--- config.mk ---
export PLATFORM = sky130hd
export DESIGN_NAME = cfsc_regs
export DESIGN_NICKNAME = d
export VERILOG_FILES = /design/src/core/cfsc_pulse_sync.v /design/src/core/cfsc_fail_add.v /design/src/core/cfsc_regs.v
export VERILOG_INCLUDE_DIRS = /design/src /design/src/core
export SDC_FILE = /design/constraint.sdc
export NUM_CORES = 1
export LEC_CHECK = 0
export ABC_AREA = 1
export BUFFER_PORTS_ARGS = -buffer_cell sky130_fd_sc_hd__buf_4
export CORE_ASPECT_RATIO = 0.9
export CORE_MARGIN = 2
export CORE_UTILIZATION = 52
export CTS_CLUSTER_SIZE = 28
export DETAILED_ROUTE_END_ITERATION = 12
export GPL_TIMING_DRIVEN = 0
export PLACE_DENSITY = 0.77
export SYNTH_ARGS = -nofsm -noshare
export SYNTH_HDL_FRONTEND = slang
export SYNTH_SLANG_ARGS = --single-unit
--- constraint.sdc ---
create_clock -name clk_sys -period 3.7 [get_ports clk_sys]
set_input_delay 0.555 -clock clk_sys [delete_from_list [all_inputs] [get_ports clk_sys]]
set_output_delay 0.555 -clock clk_sys [all_outputs]
set_load 0.01 [all_outputs]
--- src/core/cfsc_defs.vh ---
// Purpose: shared constants for the channel fail status and counter bank
// Assumes: 16-bit register data, 5-bit register address
// Notes:   offsets are word indices on the register bank port
`ifndef CFSC_DEFS_VH
`define CFSC_DEFS_VH

// ----------------------------------------------------------------------
// widths
// ----------------------------------------------------------------------
`define CFSC_ADDR_W         5
`define CFSC_DATA_W         16
`define CFSC_CNT_W          32
`define CFSC_ERR_SRC_N      7

// ----------------------------------------------------------------------
// register offsets
// ----------------------------------------------------------------------
`define CFSC_OFS_STATUS     5'h00
`define CFSC_OFS_CNT_LOW    5'h01
`define CFSC_OFS_CNT_HIGH   5'h02
`define CFSC_OFS_STATIC     5'h03
`define CFSC_OFS_DYNAMIC    5'h04

// ----------------------------------------------------------------------
// status register fields
// ----------------------------------------------------------------------
`define CFSC_ST_RELOAD_BIT  7
`define CFSC_ST_ORDER_BIT   6
`define CFSC_ST_OVF_BIT     5
`define CFSC_ST_CLOSE_BIT   4
`define CFSC_ST_FAIL_MSB    3
`define CFSC_ST_FAIL_LSB    0

// ----------------------------------------------------------------------
// error source indices on the toggle input vector
// ----------------------------------------------------------------------
`define CFSC_SRC_RELOAD     0
`define CFSC_SRC_ORDER      1
`define CFSC_SRC_SAME_EDGE  2
`define CFSC_SRC_RES_OVF    3
`define CFSC_SRC_CAL_OVF    4
`define CFSC_SRC_DRV_CLOSE  5
`define CFSC_SRC_CMP_CLOSE  6

// ----------------------------------------------------------------------
// configuration fields and reset values
// ----------------------------------------------------------------------
`define CFSC_DYN_INC_BIT    0
`define CFSC_DYN_MASK_BIT   2
`define CFSC_STATIC_W       4
`define CFSC_RST_STATIC     4'h0
`define CFSC_RST_MASK       1'b0
`define CFSC_RST_CNT        32'h00000000
`define CFSC_RST_DATA       16'h0000

`endif

--- src/core/cfsc_pulse_sync.v ---
// Purpose: carry one event from the fast edge clock domain as a toggle
// Assumes: source toggles its line once per event, events well spaced
// Notes:   output is a one-cycle pulse on clk_sys
`timescale 1ns/1ps
module cfsc_pulse_sync (
    // clock and reset
    input  wire clk_sys,
    input  wire rst_n,
    // event toggle from the far domain
    input  wire tgl_async,
    // event pulse in the local domain
    output wire evt_pulse
);
    reg meta_q;
    reg sync_q;
    reg prev_q;

    // ------------------------------------------------------------------
    // two-flop synchroniser and change detect
    // ------------------------------------------------------------------
    always @(posedge clk_sys) begin
        if (!rst_n) begin
            meta_q <= 1'b0;
            sync_q <= 1'b0;
            prev_q <= 1'b0;
        end else begin
            meta_q <= tgl_async;
            sync_q <= meta_q;
            prev_q <= sync_q;
        end
    end

    assign evt_pulse = sync_q ^ prev_q;
endmodule

--- src/core/cfsc_fail_add.v ---
// Purpose: count masked fail events of one pattern period
// Assumes: edge and window strobes are one-cycle pulses on clk_sys
// Notes:   yields per-edge fail bits and an increment of 0 to 5
`timescale 1ns/1ps
module cfsc_fail_add (
    // fail strobes, one per edge delay
    input  wire [3:0] edge_fail,
    input  wire [3:0] window_fail,
    input  wire [3:0] pattern_fail_mask,
    input  wire       fail_mask_all,
    input  wire       soft_inc,
    // results
    output wire [3:0] edge_hit,
    output reg  [2:0] inc_amount
);
    integer i;

    // fails blocked per edge by pattern mask or all at once by the dynamic mask bit
    assign edge_hit = (edge_fail | window_fail) & ~pattern_fail_mask
                      & {4{~fail_mask_all}};

    always @* begin
        inc_amount = {2'b00, soft_inc};
        for (i = 0; i < 4; i = i + 1) begin
            inc_amount = inc_amount + {2'b00, edge_hit[i]};
        end
    end
endmodule

--- src/core/cfsc_regs.v ---
// Purpose: per-channel edge error status, accumulated fails, fail counter
// Assumes: register bank port already retimed to clk_sys by the bus logic
// Notes:   read data is returned one clock after the read strobe
`timescale 1ns/1ps
`include "cfsc_defs.vh"
module cfsc_regs #(
    parameter ADDR_W = `CFSC_ADDR_W,
    parameter DATA_W = `CFSC_DATA_W
) (
    // clock and reset
    input  wire              clk_sys,
    input  wire              rst_n,
    // register bank port
    input  wire              bank_sel,
    input  wire              bank_write,
    input  wire [ADDR_W-1:0] bank_addr,
    input  wire [DATA_W-1:0] bank_wr_data,
    output wire [DATA_W-1:0] bank_rd_data,
    output wire              bank_rd_valid,
    // edge error toggles from the fast edge clock domain
    input  wire              reload_err_tgl,
    input  wire              order_err_tgl,
    input  wire              same_edge_err_tgl,
    input  wire              residue_ovf_tgl,
    input  wire              cal_ovf_tgl,
    input  wire              drive_close_tgl,
    input  wire              compare_close_tgl,
    // fail strobes, index 0 is first_edge .. 3 is fourth_edge
    input  wire [3:0]        edge_fail,
    input  wire [3:0]        window_fail,
    input  wire [3:0]        pattern_fail_mask,
    // configuration out
    output wire [3:0]        static_setup,
    output wire              fail_mask_on
);
    // ------------------------------------------------------------------
    // declarations
    // ------------------------------------------------------------------
    wire [`CFSC_ERR_SRC_N-1:0] err_tgl;
    wire [`CFSC_ERR_SRC_N-1:0] err_pulse;
    wire [3:0]                 edge_hit;
    wire [2:0]                 inc_amount;
    wire                       acc_rd;
    wire                       acc_wr;
    wire                       soft_inc;
    wire                       hit_cnt_low;
    wire                       hit_cnt_high;
    wire                       hit_static;
    wire                       hit_dynamic;
    wire                       low_rd;
    wire                       low_wr;
    wire                       high_wr;
    wire                       static_wr;
    wire                       dynamic_wr;
    wire [`CFSC_CNT_W-1:0]     inc_ext;

    reg                        reload_err_q;
    reg                        order_err_q;
    reg                        ovf_err_q;
    reg                        close_err_q;
    reg  [3:0]                 acc_fail_q;
    reg  [`CFSC_CNT_W-1:0]     count_q;
    reg  [`CFSC_CNT_W-1:0]     count_d;
    reg  [`CFSC_CNT_W-1:0]     hold_q;
    reg  [3:0]                 static_q;
    reg                        mask_q;
    reg  [DATA_W-1:0]          rd_data_q;
    reg  [DATA_W-1:0]          rd_data_d;
    reg                        rd_valid_q;

    assign err_tgl[`CFSC_SRC_RELOAD]    = reload_err_tgl;
    assign err_tgl[`CFSC_SRC_ORDER]     = order_err_tgl;
    assign err_tgl[`CFSC_SRC_SAME_EDGE] = same_edge_err_tgl;
    assign err_tgl[`CFSC_SRC_RES_OVF]   = residue_ovf_tgl;
    assign err_tgl[`CFSC_SRC_CAL_OVF]   = cal_ovf_tgl;
    assign err_tgl[`CFSC_SRC_DRV_CLOSE] = drive_close_tgl;
    assign err_tgl[`CFSC_SRC_CMP_CLOSE] = compare_close_tgl;

    // ------------------------------------------------------------------
    // crossing of edge error events
    // ------------------------------------------------------------------
    genvar g;
    generate
        for (g = 0; g < `CFSC_ERR_SRC_N; g = g + 1) begin : g_sync
            cfsc_pulse_sync u_sync (
                .clk_sys   (clk_sys),
                .rst_n     (rst_n),
                .tgl_async (err_tgl[g]),
                .evt_pulse (err_pulse[g])
            );
        end
    endgenerate

    // ------------------------------------------------------------------
    // access decode
    // ------------------------------------------------------------------
    // one access per selected clk_sys cycle
    assign acc_rd       = bank_sel & ~bank_write;
    assign acc_wr       = bank_sel & bank_write;
    assign hit_cnt_low  = (bank_addr == `CFSC_OFS_CNT_LOW);
    assign hit_cnt_high = (bank_addr == `CFSC_OFS_CNT_HIGH);
    assign hit_static   = (bank_addr == `CFSC_OFS_STATIC);
    assign hit_dynamic  = (bank_addr == `CFSC_OFS_DYNAMIC);

    // ------------------------------------------------------------------
    // per-register strobes
    // ------------------------------------------------------------------
    // status has no write strobe, it is read-only
    assign low_rd       = acc_rd & hit_cnt_low;
    assign low_wr       = acc_wr & hit_cnt_low;
    assign high_wr      = acc_wr & hit_cnt_high;
    assign static_wr    = acc_wr & hit_static;
    assign dynamic_wr   = acc_wr & hit_dynamic;
    // write of one is a single pulse
    assign soft_inc     = dynamic_wr & bank_wr_data[`CFSC_DYN_INC_BIT];

    // ------------------------------------------------------------------
    // fail gating and per-period increment
    // ------------------------------------------------------------------
    // dynamic mask bit gates fails
    cfsc_fail_add u_fail_add (
        .edge_fail         (edge_fail),
        .window_fail       (window_fail),
        .pattern_fail_mask (pattern_fail_mask),
        .fail_mask_all     (mask_q),
        .soft_inc          (soft_inc),
        .edge_hit          (edge_hit),
        .inc_amount        (inc_amount)
    );

    // ------------------------------------------------------------------
    // sticky edge error and accumulated fail bits
    // ------------------------------------------------------------------
    always @(posedge clk_sys) begin
        if (!rst_n) begin
            reload_err_q <= 1'b0;
            order_err_q  <= 1'b0;
            ovf_err_q    <= 1'b0;
            close_err_q  <= 1'b0;
            acc_fail_q   <= 4'h0;
        end else begin
            if (err_pulse[`CFSC_SRC_RELOAD]) begin
                reload_err_q <= 1'b1;
            end
            if (err_pulse[`CFSC_SRC_ORDER] | err_pulse[`CFSC_SRC_SAME_EDGE]) begin
                order_err_q <= 1'b1;
            end
            if (err_pulse[`CFSC_SRC_RES_OVF] | err_pulse[`CFSC_SRC_CAL_OVF]) begin
                ovf_err_q <= 1'b1;
            end
            if (err_pulse[`CFSC_SRC_DRV_CLOSE] | err_pulse[`CFSC_SRC_CMP_CLOSE]) begin
                close_err_q <= 1'b1;
            end
            acc_fail_q[0] <= acc_fail_q[0] | edge_hit[0];
            acc_fail_q[1] <= acc_fail_q[1] | edge_hit[1];
            acc_fail_q[2] <= acc_fail_q[2] | edge_hit[2];
            acc_fail_q[3] <= acc_fail_q[3] | edge_hit[3];
        end
    end

    // ------------------------------------------------------------------
    // fail counter next value
    // ------------------------------------------------------------------
    // add up to four fails plus the soft increment
    assign inc_ext = {{(`CFSC_CNT_W-3){1'b0}}, inc_amount};

    always @* begin
        count_d = count_q + inc_ext;
        if (high_wr) begin
            count_d = {bank_wr_data, hold_q[DATA_W-1:0]};
        end
    end

    // ------------------------------------------------------------------
    // counter and holding register
    // ------------------------------------------------------------------
    always @(posedge clk_sys) begin
        if (!rst_n) begin
            count_q <= `CFSC_RST_CNT;
            hold_q  <= `CFSC_RST_CNT;
        end else begin
            count_q <= count_d;
            if (low_rd) begin
                hold_q <= count_q;
            end
            if (low_wr) begin
                hold_q[DATA_W-1:0] <= bank_wr_data;
            end
            if (high_wr) begin
                hold_q[`CFSC_CNT_W-1:DATA_W] <= bank_wr_data;
            end
        end
    end

    // ------------------------------------------------------------------
    // static and dynamic configuration
    // ------------------------------------------------------------------
    always @(posedge clk_sys) begin
        if (!rst_n) begin
            static_q <= `CFSC_RST_STATIC;
            mask_q   <= `CFSC_RST_MASK;
        end else begin
            if (static_wr) begin
                static_q <= bank_wr_data[`CFSC_STATIC_W-1:0];
            end
            if (dynamic_wr) begin
                mask_q <= bank_wr_data[`CFSC_DYN_MASK_BIT];
            end
        end
    end

    // ------------------------------------------------------------------
    // read mux
    // ------------------------------------------------------------------
    always @* begin
        rd_data_d = `CFSC_RST_DATA;
        if (acc_rd) begin
            case (bank_addr)
                `CFSC_OFS_STATUS: begin
                    rd_data_d[`CFSC_ST_RELOAD_BIT]                 = reload_err_q;
                    rd_data_d[`CFSC_ST_ORDER_BIT]                  = order_err_q;
                    rd_data_d[`CFSC_ST_OVF_BIT]                    = ovf_err_q;
                    rd_data_d[`CFSC_ST_CLOSE_BIT]                  = close_err_q;
                    rd_data_d[`CFSC_ST_FAIL_MSB:`CFSC_ST_FAIL_LSB] = acc_fail_q;
                end
                `CFSC_OFS_CNT_LOW: begin
                    rd_data_d = count_q[DATA_W-1:0];
                end
                `CFSC_OFS_CNT_HIGH: begin
                    rd_data_d = hold_q[`CFSC_CNT_W-1:DATA_W];
                end
                `CFSC_OFS_STATIC: begin
                    rd_data_d[`CFSC_STATIC_W-1:0] = static_q;
                end
                `CFSC_OFS_DYNAMIC: begin
                    // increment bit is a strobe and reads zero
                    rd_data_d[`CFSC_DYN_MASK_BIT] = mask_q;
                end
                default: begin
                    rd_data_d = `CFSC_RST_DATA;
                end
            endcase
        end
    end

    // zero when idle so banks can be OR'ed
    always @(posedge clk_sys) begin
        if (!rst_n) begin
            rd_data_q  <= `CFSC_RST_DATA;
            rd_valid_q <= 1'b0;
        end else begin
            rd_data_q  <= rd_data_d;
            rd_valid_q <= acc_rd;
        end
    end

    // ------------------------------------------------------------------
    // outputs
    // ------------------------------------------------------------------
    assign bank_rd_data  = rd_data_q;
    assign bank_rd_valid = rd_valid_q;
    assign static_setup  = static_q;
    assign fail_mask_on  = mask_q;
endmodule

Word-level counts from Yosys, hierarchy flattened
Cells that the tools add are included.
{"block": "classes", "addsub": 5, "eq_ne": 4, "n_mux": 9, "bitwise": 28, "reduce_logical": 4}
{"cell": "2-to-1 mux 32 bit", "count": 2}
{"cell": "adder 32 x 3 -> 32 bit", "count": 1}
{"cell": "2-to-1 mux 16 bit", "count": 2}
{"cell": "one-hot mux 8 bit (2 select lines)", "count": 1}
{"cell": "one-hot mux 4 bit (3 select lines)", "count": 1}
{"cell": "equality test 5 x 2 -> 1 bit (second input constant)", "count": 2}
{"cell": "adder 3 x 1 -> 3 bit", "count": 3}
{"cell": "AND 1 bit", "count": 8}
{"cell": "AND 4 bit", "count": 2}
{"cell": "one-hot mux 2 bit (4 select lines)", "count": 1}
{"cell": "OR 1 bit", "count": 7}
{"cell": "XOR 1 bit", "count": 7}
{"cell": "equality test 5 x 1 -> 1 bit (second input constant)", "count": 1}
{"cell": "equality test 5 x 3 -> 1 bit (second input constant)", "count": 1}
{"cell": "zero test 5 bit", "count": 1}
{"cell": "one-hot mux 1 bit (5 select lines)", "count": 1}
{"cell": "NOT 4 bit", "count": 1}
{"cell": "OR 4 bit", "count": 1}
{"cell": "one-hot mux 1 bit (4 select lines)", "count": 1}
{"cell": "nonzero test 2 bit", "count": 2}
{"cell": "adder 1 x 1 -> 2 bit", "count": 1}
{"cell": "NOT 1 bit", "count": 2}
{"cell": "AND reduction 2 bit", "count": 1}
{"block": "totals", "register_bits": 115, "in_bits": 44, "output_inout_bits": 22, "elab_cells": 83}

Longest topological paths before layout
{"block": "logic_depth", "depth_word": 9, "depth_mapped": 21}

By module
Synthesis repeated with hierarchy kept, for this count alone.
{"block": "unflattened", "cells_unflattened": 842, "area_unflattened_um2": 5627.9}
{"module": "cfsc_regs", "instances": 1, "cells_per_inst": 715, "area_each_um2": 4765.8}
{"module": "cfsc_pulse_sync", "instances": 7, "cells_per_inst": 14, "area_each_um2": 101.3}
{"module": "cfsc_fail_add", "instances": 1, "cells_per_inst": 29, "area_each_um2": 152.6}

Worst setup path before layout
Ideal clock, no wire load.
{"block": "synth_path", "path_kind": "input -> register", "startpoint": "input port bank_sel", "endpoint": "register count_q[16]", "setup_time_ns": 0.113, "arrival_ns": 3.677, "slack_ns": -0.089, "cell_stages": 20, "n_path_buf": 0, "path_cell_list": "nand2_1 > nor2_1 > inv_1 > nor2_1 > ha_1 > inv_1 > fa_1 > inv_1 > ha_1 > fa_1 > inv_1 > fa_1 > o21ai_2 > nand2_2 > nor2_4 > nand2_1 > nor2_1 > nand2_1 > nand2_1 > nor2_1"}
{"block": "synth_between", "elab_chain_cells": 9, "elab_cells_between_ends": 10, "classes_between": "5 x add/sub; 1 x mux; 4 x bitwise"}
{"element": "start, declared", "line_no": "cfsc_regs.v:14", "text": "input wire bank_sel,"}
{"element": "AND 1 bit (*)", "line_no": "cfsc_regs.v:99", "text": "assign acc_wr = bank_sel & bank_write;"}
{"element": "AND 1 bit", "line_no": "cfsc_regs.v:113", "text": "assign dynamic_wr = acc_wr & hit_dynamic;"}
{"element": "AND 1 bit", "line_no": "cfsc_regs.v:115", "text": "assign soft_inc = dynamic_wr & bank_wr_data[`CFSC_DYN_INC_BIT];"}
{"element": "adder 1 x 1 -> 2 bit", "line_no": "cfsc_fail_add.v:25", "text": "inc_amount = inc_amount + {2'b00, edge_hit[i]};"}
{"element": "adder 3 x 1 -> 3 bit (3 in series)", "line_no": "cfsc_fail_add.v:25"}
{"element": "adder 32 x 3 -> 32 bit", "line_no": "cfsc_regs.v:168", "text": "count_d = count_q + inc_ext;"}
{"element": "2-to-1 mux 32 bit (*)", "line_no": "cfsc_regs.v:169", "text": "if (high_wr) begin"}
{"element": "end signal, assigned", "line_no": "cfsc_regs.v:179", "text": "count_q <= `CFSC_RST_CNT;"}
{"element": "end signal, assigned", "line_no": "cfsc_regs.v:182", "text": "count_q <= count_d;"}
{"element": "end, declared", "line_no": "cfsc_regs.v:62", "text": "reg [`CFSC_CNT_W-1:0] count_q;"}
Mark *: on every way between the ends. The rest lies on a longest branch, timed or not.
A chain may end at the register's enable or synchronous reset.

Worst setup path after layout
{"block": "layout_path", "startpoint": "input port bank_addr[0]", "endpoint": "register count_q[16]"}
{"block": "layout_between", "elab_chain_cells": 9, "elab_cells_between_ends": 11, "classes_between": "5 x add/sub; 2 x eq/ne; 1 x mux; 3 x bitwise"}
{"element": "start, declared", "line_no": "cfsc_regs.v:16", "text": "input wire [ADDR_W-1:0] bank_addr,"}
{"element": "equality test 5 x 3 -> 1 bit"}
{"element": "AND 1 bit", "line_no": "cfsc_regs.v:113"}
{"element": "AND 1 bit", "line_no": "cfsc_regs.v:115"}
{"element": "adder 1 x 1 -> 2 bit", "line_no": "cfsc_fail_add.v:25"}
{"element": "adder 3 x 1 -> 3 bit (3 in series)", "line_no": "cfsc_fail_add.v:25"}
{"element": "adder 32 x 3 -> 32 bit", "line_no": "cfsc_regs.v:168"}
{"element": "2-to-1 mux 32 bit (*)", "line_no": "cfsc_regs.v:169"}
Marked as above.

==> impl_metrics.py <==
metrics = {
    "placement": {
        "dpl_cell_area_sq_um": 6110,
        "post-dp-hpwl_mm": 13.35,
        "gp_congestion": 0.9389,
        "io_buffers": 64,
    },
    "setup_path": {
        "worstSetupPathType": "in -> reg",
        "cp-start-kind": "input port",
        "cp.arrival_ps": 4050,
        "reg2regPathDepth": 17,
        "cp-end-kind": "flop",
        "worstPathMaxFanout": 4,
        "cp_data_required_time_ps": 4020,
    },
    "yosys": {
        "syn_avg_cell_area_sq_um": 6.854,
        "synth_seq_area_share": 0.4214,
        "ys_dominant_reg_cell": "dfxtp_1",
        "synth-edff-count": 0,
        "yosysMostFrequentCell": "nand2_1",
        "ys_ff_latch": 115,
        "synth_cell_type_count": 34,
        "syn_area_sq_um": 5463,
        "synth_fp_nets": 849,
        "yosysTopAreaCellShare": 0.4214,
        "ys.warnings.count": 0,
        "async_flop_share": 0,
        "synth_common_cells": "nand2_1 (246), dfxtp_1 (115), inv_1 (108)",
        "synth_area_leader_cell": "dfxtp_1",
        "synth.area.top_cells": "dfxtp_1 (42%), nand2_1 (17%), inv_1 (7.4%)",
        "netlist_instances": 797,
    },
    "layout": {
        "area_growth_pct": 27.49,
        "design_area_sq_um": 6964,
        "num_antenna_cells": 0,
        "nets": 942,
        "drive_gt1_frac": 0.1993,
    },
    "timing": {
        "relSlewSlack": 0.5123,
        "slew_viol_final": 0,
        "fin_tns_setup_ps": -56.85,
        "final-hold-violation-count": 0,
        "worst_hold_slack_ps": 314.5,
        "fin_crit_ps": 3732,
        "fin_worst_skew_ps": 8.348,
        "tightest_slew_ps": 731.5,
        "setup_violations": 2,
        "max_clock_freq_ghz": 0.2680,
        "min_period_over_period": 1.009,
        "rsz0062_at_grt": "true",
        "setup_slack_ps": -31.91,
    },
    "floorplan": {
        "die_area_sq_um": 11340,
        "fp.dieH_um": 101.2,
        "start_util": 0.5331,
        "core_sq_um": 10250,
        "rows": 35,
        "die_x_um": 112.0,
        "io_pins": 66,
    },
    "route": {
        "drt_iter0_markers": 715,
        "drcViolationCount": 0,
        "drt_first_pass_iters": 6,
        "vias": 5635,
        "wl_mm": 18.09,
        "postRouteAntennaNets": 0,
        "vias_per_cell": 5.460,
        "routedWlPerCell_um": 17.53,
    },
    "clocking": {
        "cts-root-buf": "clkbuf_16",
        "cts.sinks": 115,
        "clk_latency_ps": 420,
        "cts.path.max_buffers": 2,
        "cts_made_buffers": 17,
        "cts.clk_slew.worst_paths_ps": 60,
        "cts_tree": "yes",
        "htree_levels": 4,
        "cts_hold_buf": 0,
    },
    "global_routing": {
        "track_usage": 0.3230,
        "grt_pass1_wl_mm": 27.73,
        "grt_pass1_vias": 5324,
        "grt-ovfl-total": 0,
        "antenna_found_initial": 0,
        "grt_max_degree": 17,
    },
    "run_status": {
        "failed_checks": "setup timing",
        "outcome": "finished, violations left",
    },
    "pwr": {
        "power.density_nw_per_um2": 460.1,
        "irDropWorstVdd_v": 0.0005012,
        "p_leak_uw": 0.003224,
    },
    "job": {
        "maxCapViolations": 0,
    },
    "min_path": {
        "holdPathStages": 3,
        "hold_class": "in -> reg",
    },
}
flip-flops by register name, indices dropped and copies added (netlist names):
name	count
close_err_q	1
acc_fail_q	4
bank_rd_valid	1
bank_rd_data	16
fail_mask_on	1
count_q	32
hold_q	32
g_sync.u_sync.sync_q	7
static_setup	4
order_err_q	1
g_sync.u_sync.meta_q	7
reload_err_q	1
ovf_err_q	1
g_sync.u_sync.prev_q	7
kinds of logic (layout without fill, tap and decap cells):
logic type | count (synthesis) | in the layout | synth area share
flops | 115 | 115 | 0.4214
buf+inv | 140 | 246 | 0.1040
simple gates | 412 | 412 | 0.3117
fa+ha+maj | 8 | 8 | 0.02245
compound gates | 105 | 105 | 0.1131
xor+xnor | 17 | 17 | 0.02726
worst max-delay path, stage by stage:
cell     delay, ps
buf_8          100
nor2_4          90
nand4_1        110
nor2_1         130
inv_1           80
nor2_2         110
ha_1           150
inv_2           40
fa_1           510
inv_1           50
ha_2           180
fa_1           550
inv_2           50
fa_2           420
o21ai_4        290
nand2_4        130
nor2_4         140
nand2_2         80
nor2_4         110
nand2_1         50
nand2_1         60
nor2_1          50
path summary, 6_finish.rpt:
check                          startpoint                       to  slack [ps]
setup / recovery             bank_addr[0]              count_q[16]         -30
hold / removal              order_err_tgl  g_sync[1].u_sync.meta_q         310
setup reg to reg             fail_mask_on              count_q[16]          10
hold reg to reg   g_sync[3].u_sync.meta_q  g_sync[3].u_sync.sync_q         410
area by class of cell:
| class | count | area, sq um |
|---|---|---|
| fillers | 872 | 3283 |
| multi-input cells | 542 | 2770 |
| flip-flops and latches | 115 | 2302 |
| repair buffers | 74 | 574.3 |
| inverters | 114 | 430.4 |
| clock buffers | 17 | 425.4 |
| well taps | 129 | 161.4 |
| clock inverters | 15 | 160.2 |
| plain buffers | 26 | 140.1 |
what timing repair did:
item	CTS	global route
endpoints found under the setup margin	10	23
gates resized for setup	12	40
buffers inserted	4	6
pin swaps	4	21
power by group:
| part | switching (uW) | internal, uW |
|---|---|---|
| sequential | 27.3 | 1280 |
| combinational | 155 | 106 |
| clock | 684 | 956 |
stage by stage:
step | total power, uW | cells | utilization | setup slack [ps]
CTS | 3186 | 1026 | 0.6611 | 1.735
finish | 3205 | 1032 | 0.6796 | -31.91
global placement | 1546 | 990 | 0.5962 | -689.8
global route | 3295 | 1032 | 0.6796 | -158.1
floorplan | 1457 | 797 | - | 31.25
detailed placement | 1562 | 990 | 0.5962 | -688.0
cells in the final DEF, fill, tap and decap left out, types with 3 or more instances in the layout:
| cell | n |
|---|---|
| a21oi_1 | 23 |
| a31oi_1 | 17 |
| a41oi_1 | 3 |
| and2_1 | 3 |
| buf_1 | 4 |
| buf_2 | 10 |
| buf_4 | 74 |
| buf_6 | 5 |
| clkbuf_1 | 6 |
| clkbuf_16 | 17 |
| dfxtp_1 | 115 |
| ha_1 | 3 |
| inv_1 | 104 |
| inv_2 | 9 |
| inv_6 | 7 |
| inv_8 | 4 |
| nand2_1 | 241 |
| nand2_2 | 6 |
| nand3_1 | 23 |
| nand3_2 | 9 |
| nand4_1 | 9 |
| nor2_1 | 88 |
| nor2_2 | 8 |
| nor2_4 | 12 |
| nor3_1 | 3 |
| o211ai_1 | 18 |
| o21ai_0 | 33 |
| o21ai_1 | 6 |
| o21bai_1 | 3 |
| xnor2_1 | 8 |
| xor2_1 | 7 |
metal layers:
layer / routed length, um / GRT usage / up-vias
li1: - / - / 2693
met2: 8108 / 0.5207 / 298
met1: 7304 / 0.4010 / 2583
met4: 987 / 0.1979 / 0
met5: 0 / 0 / -
met3: 1686 / 0.07002 / 61
(Power assumes the default switching activity.)
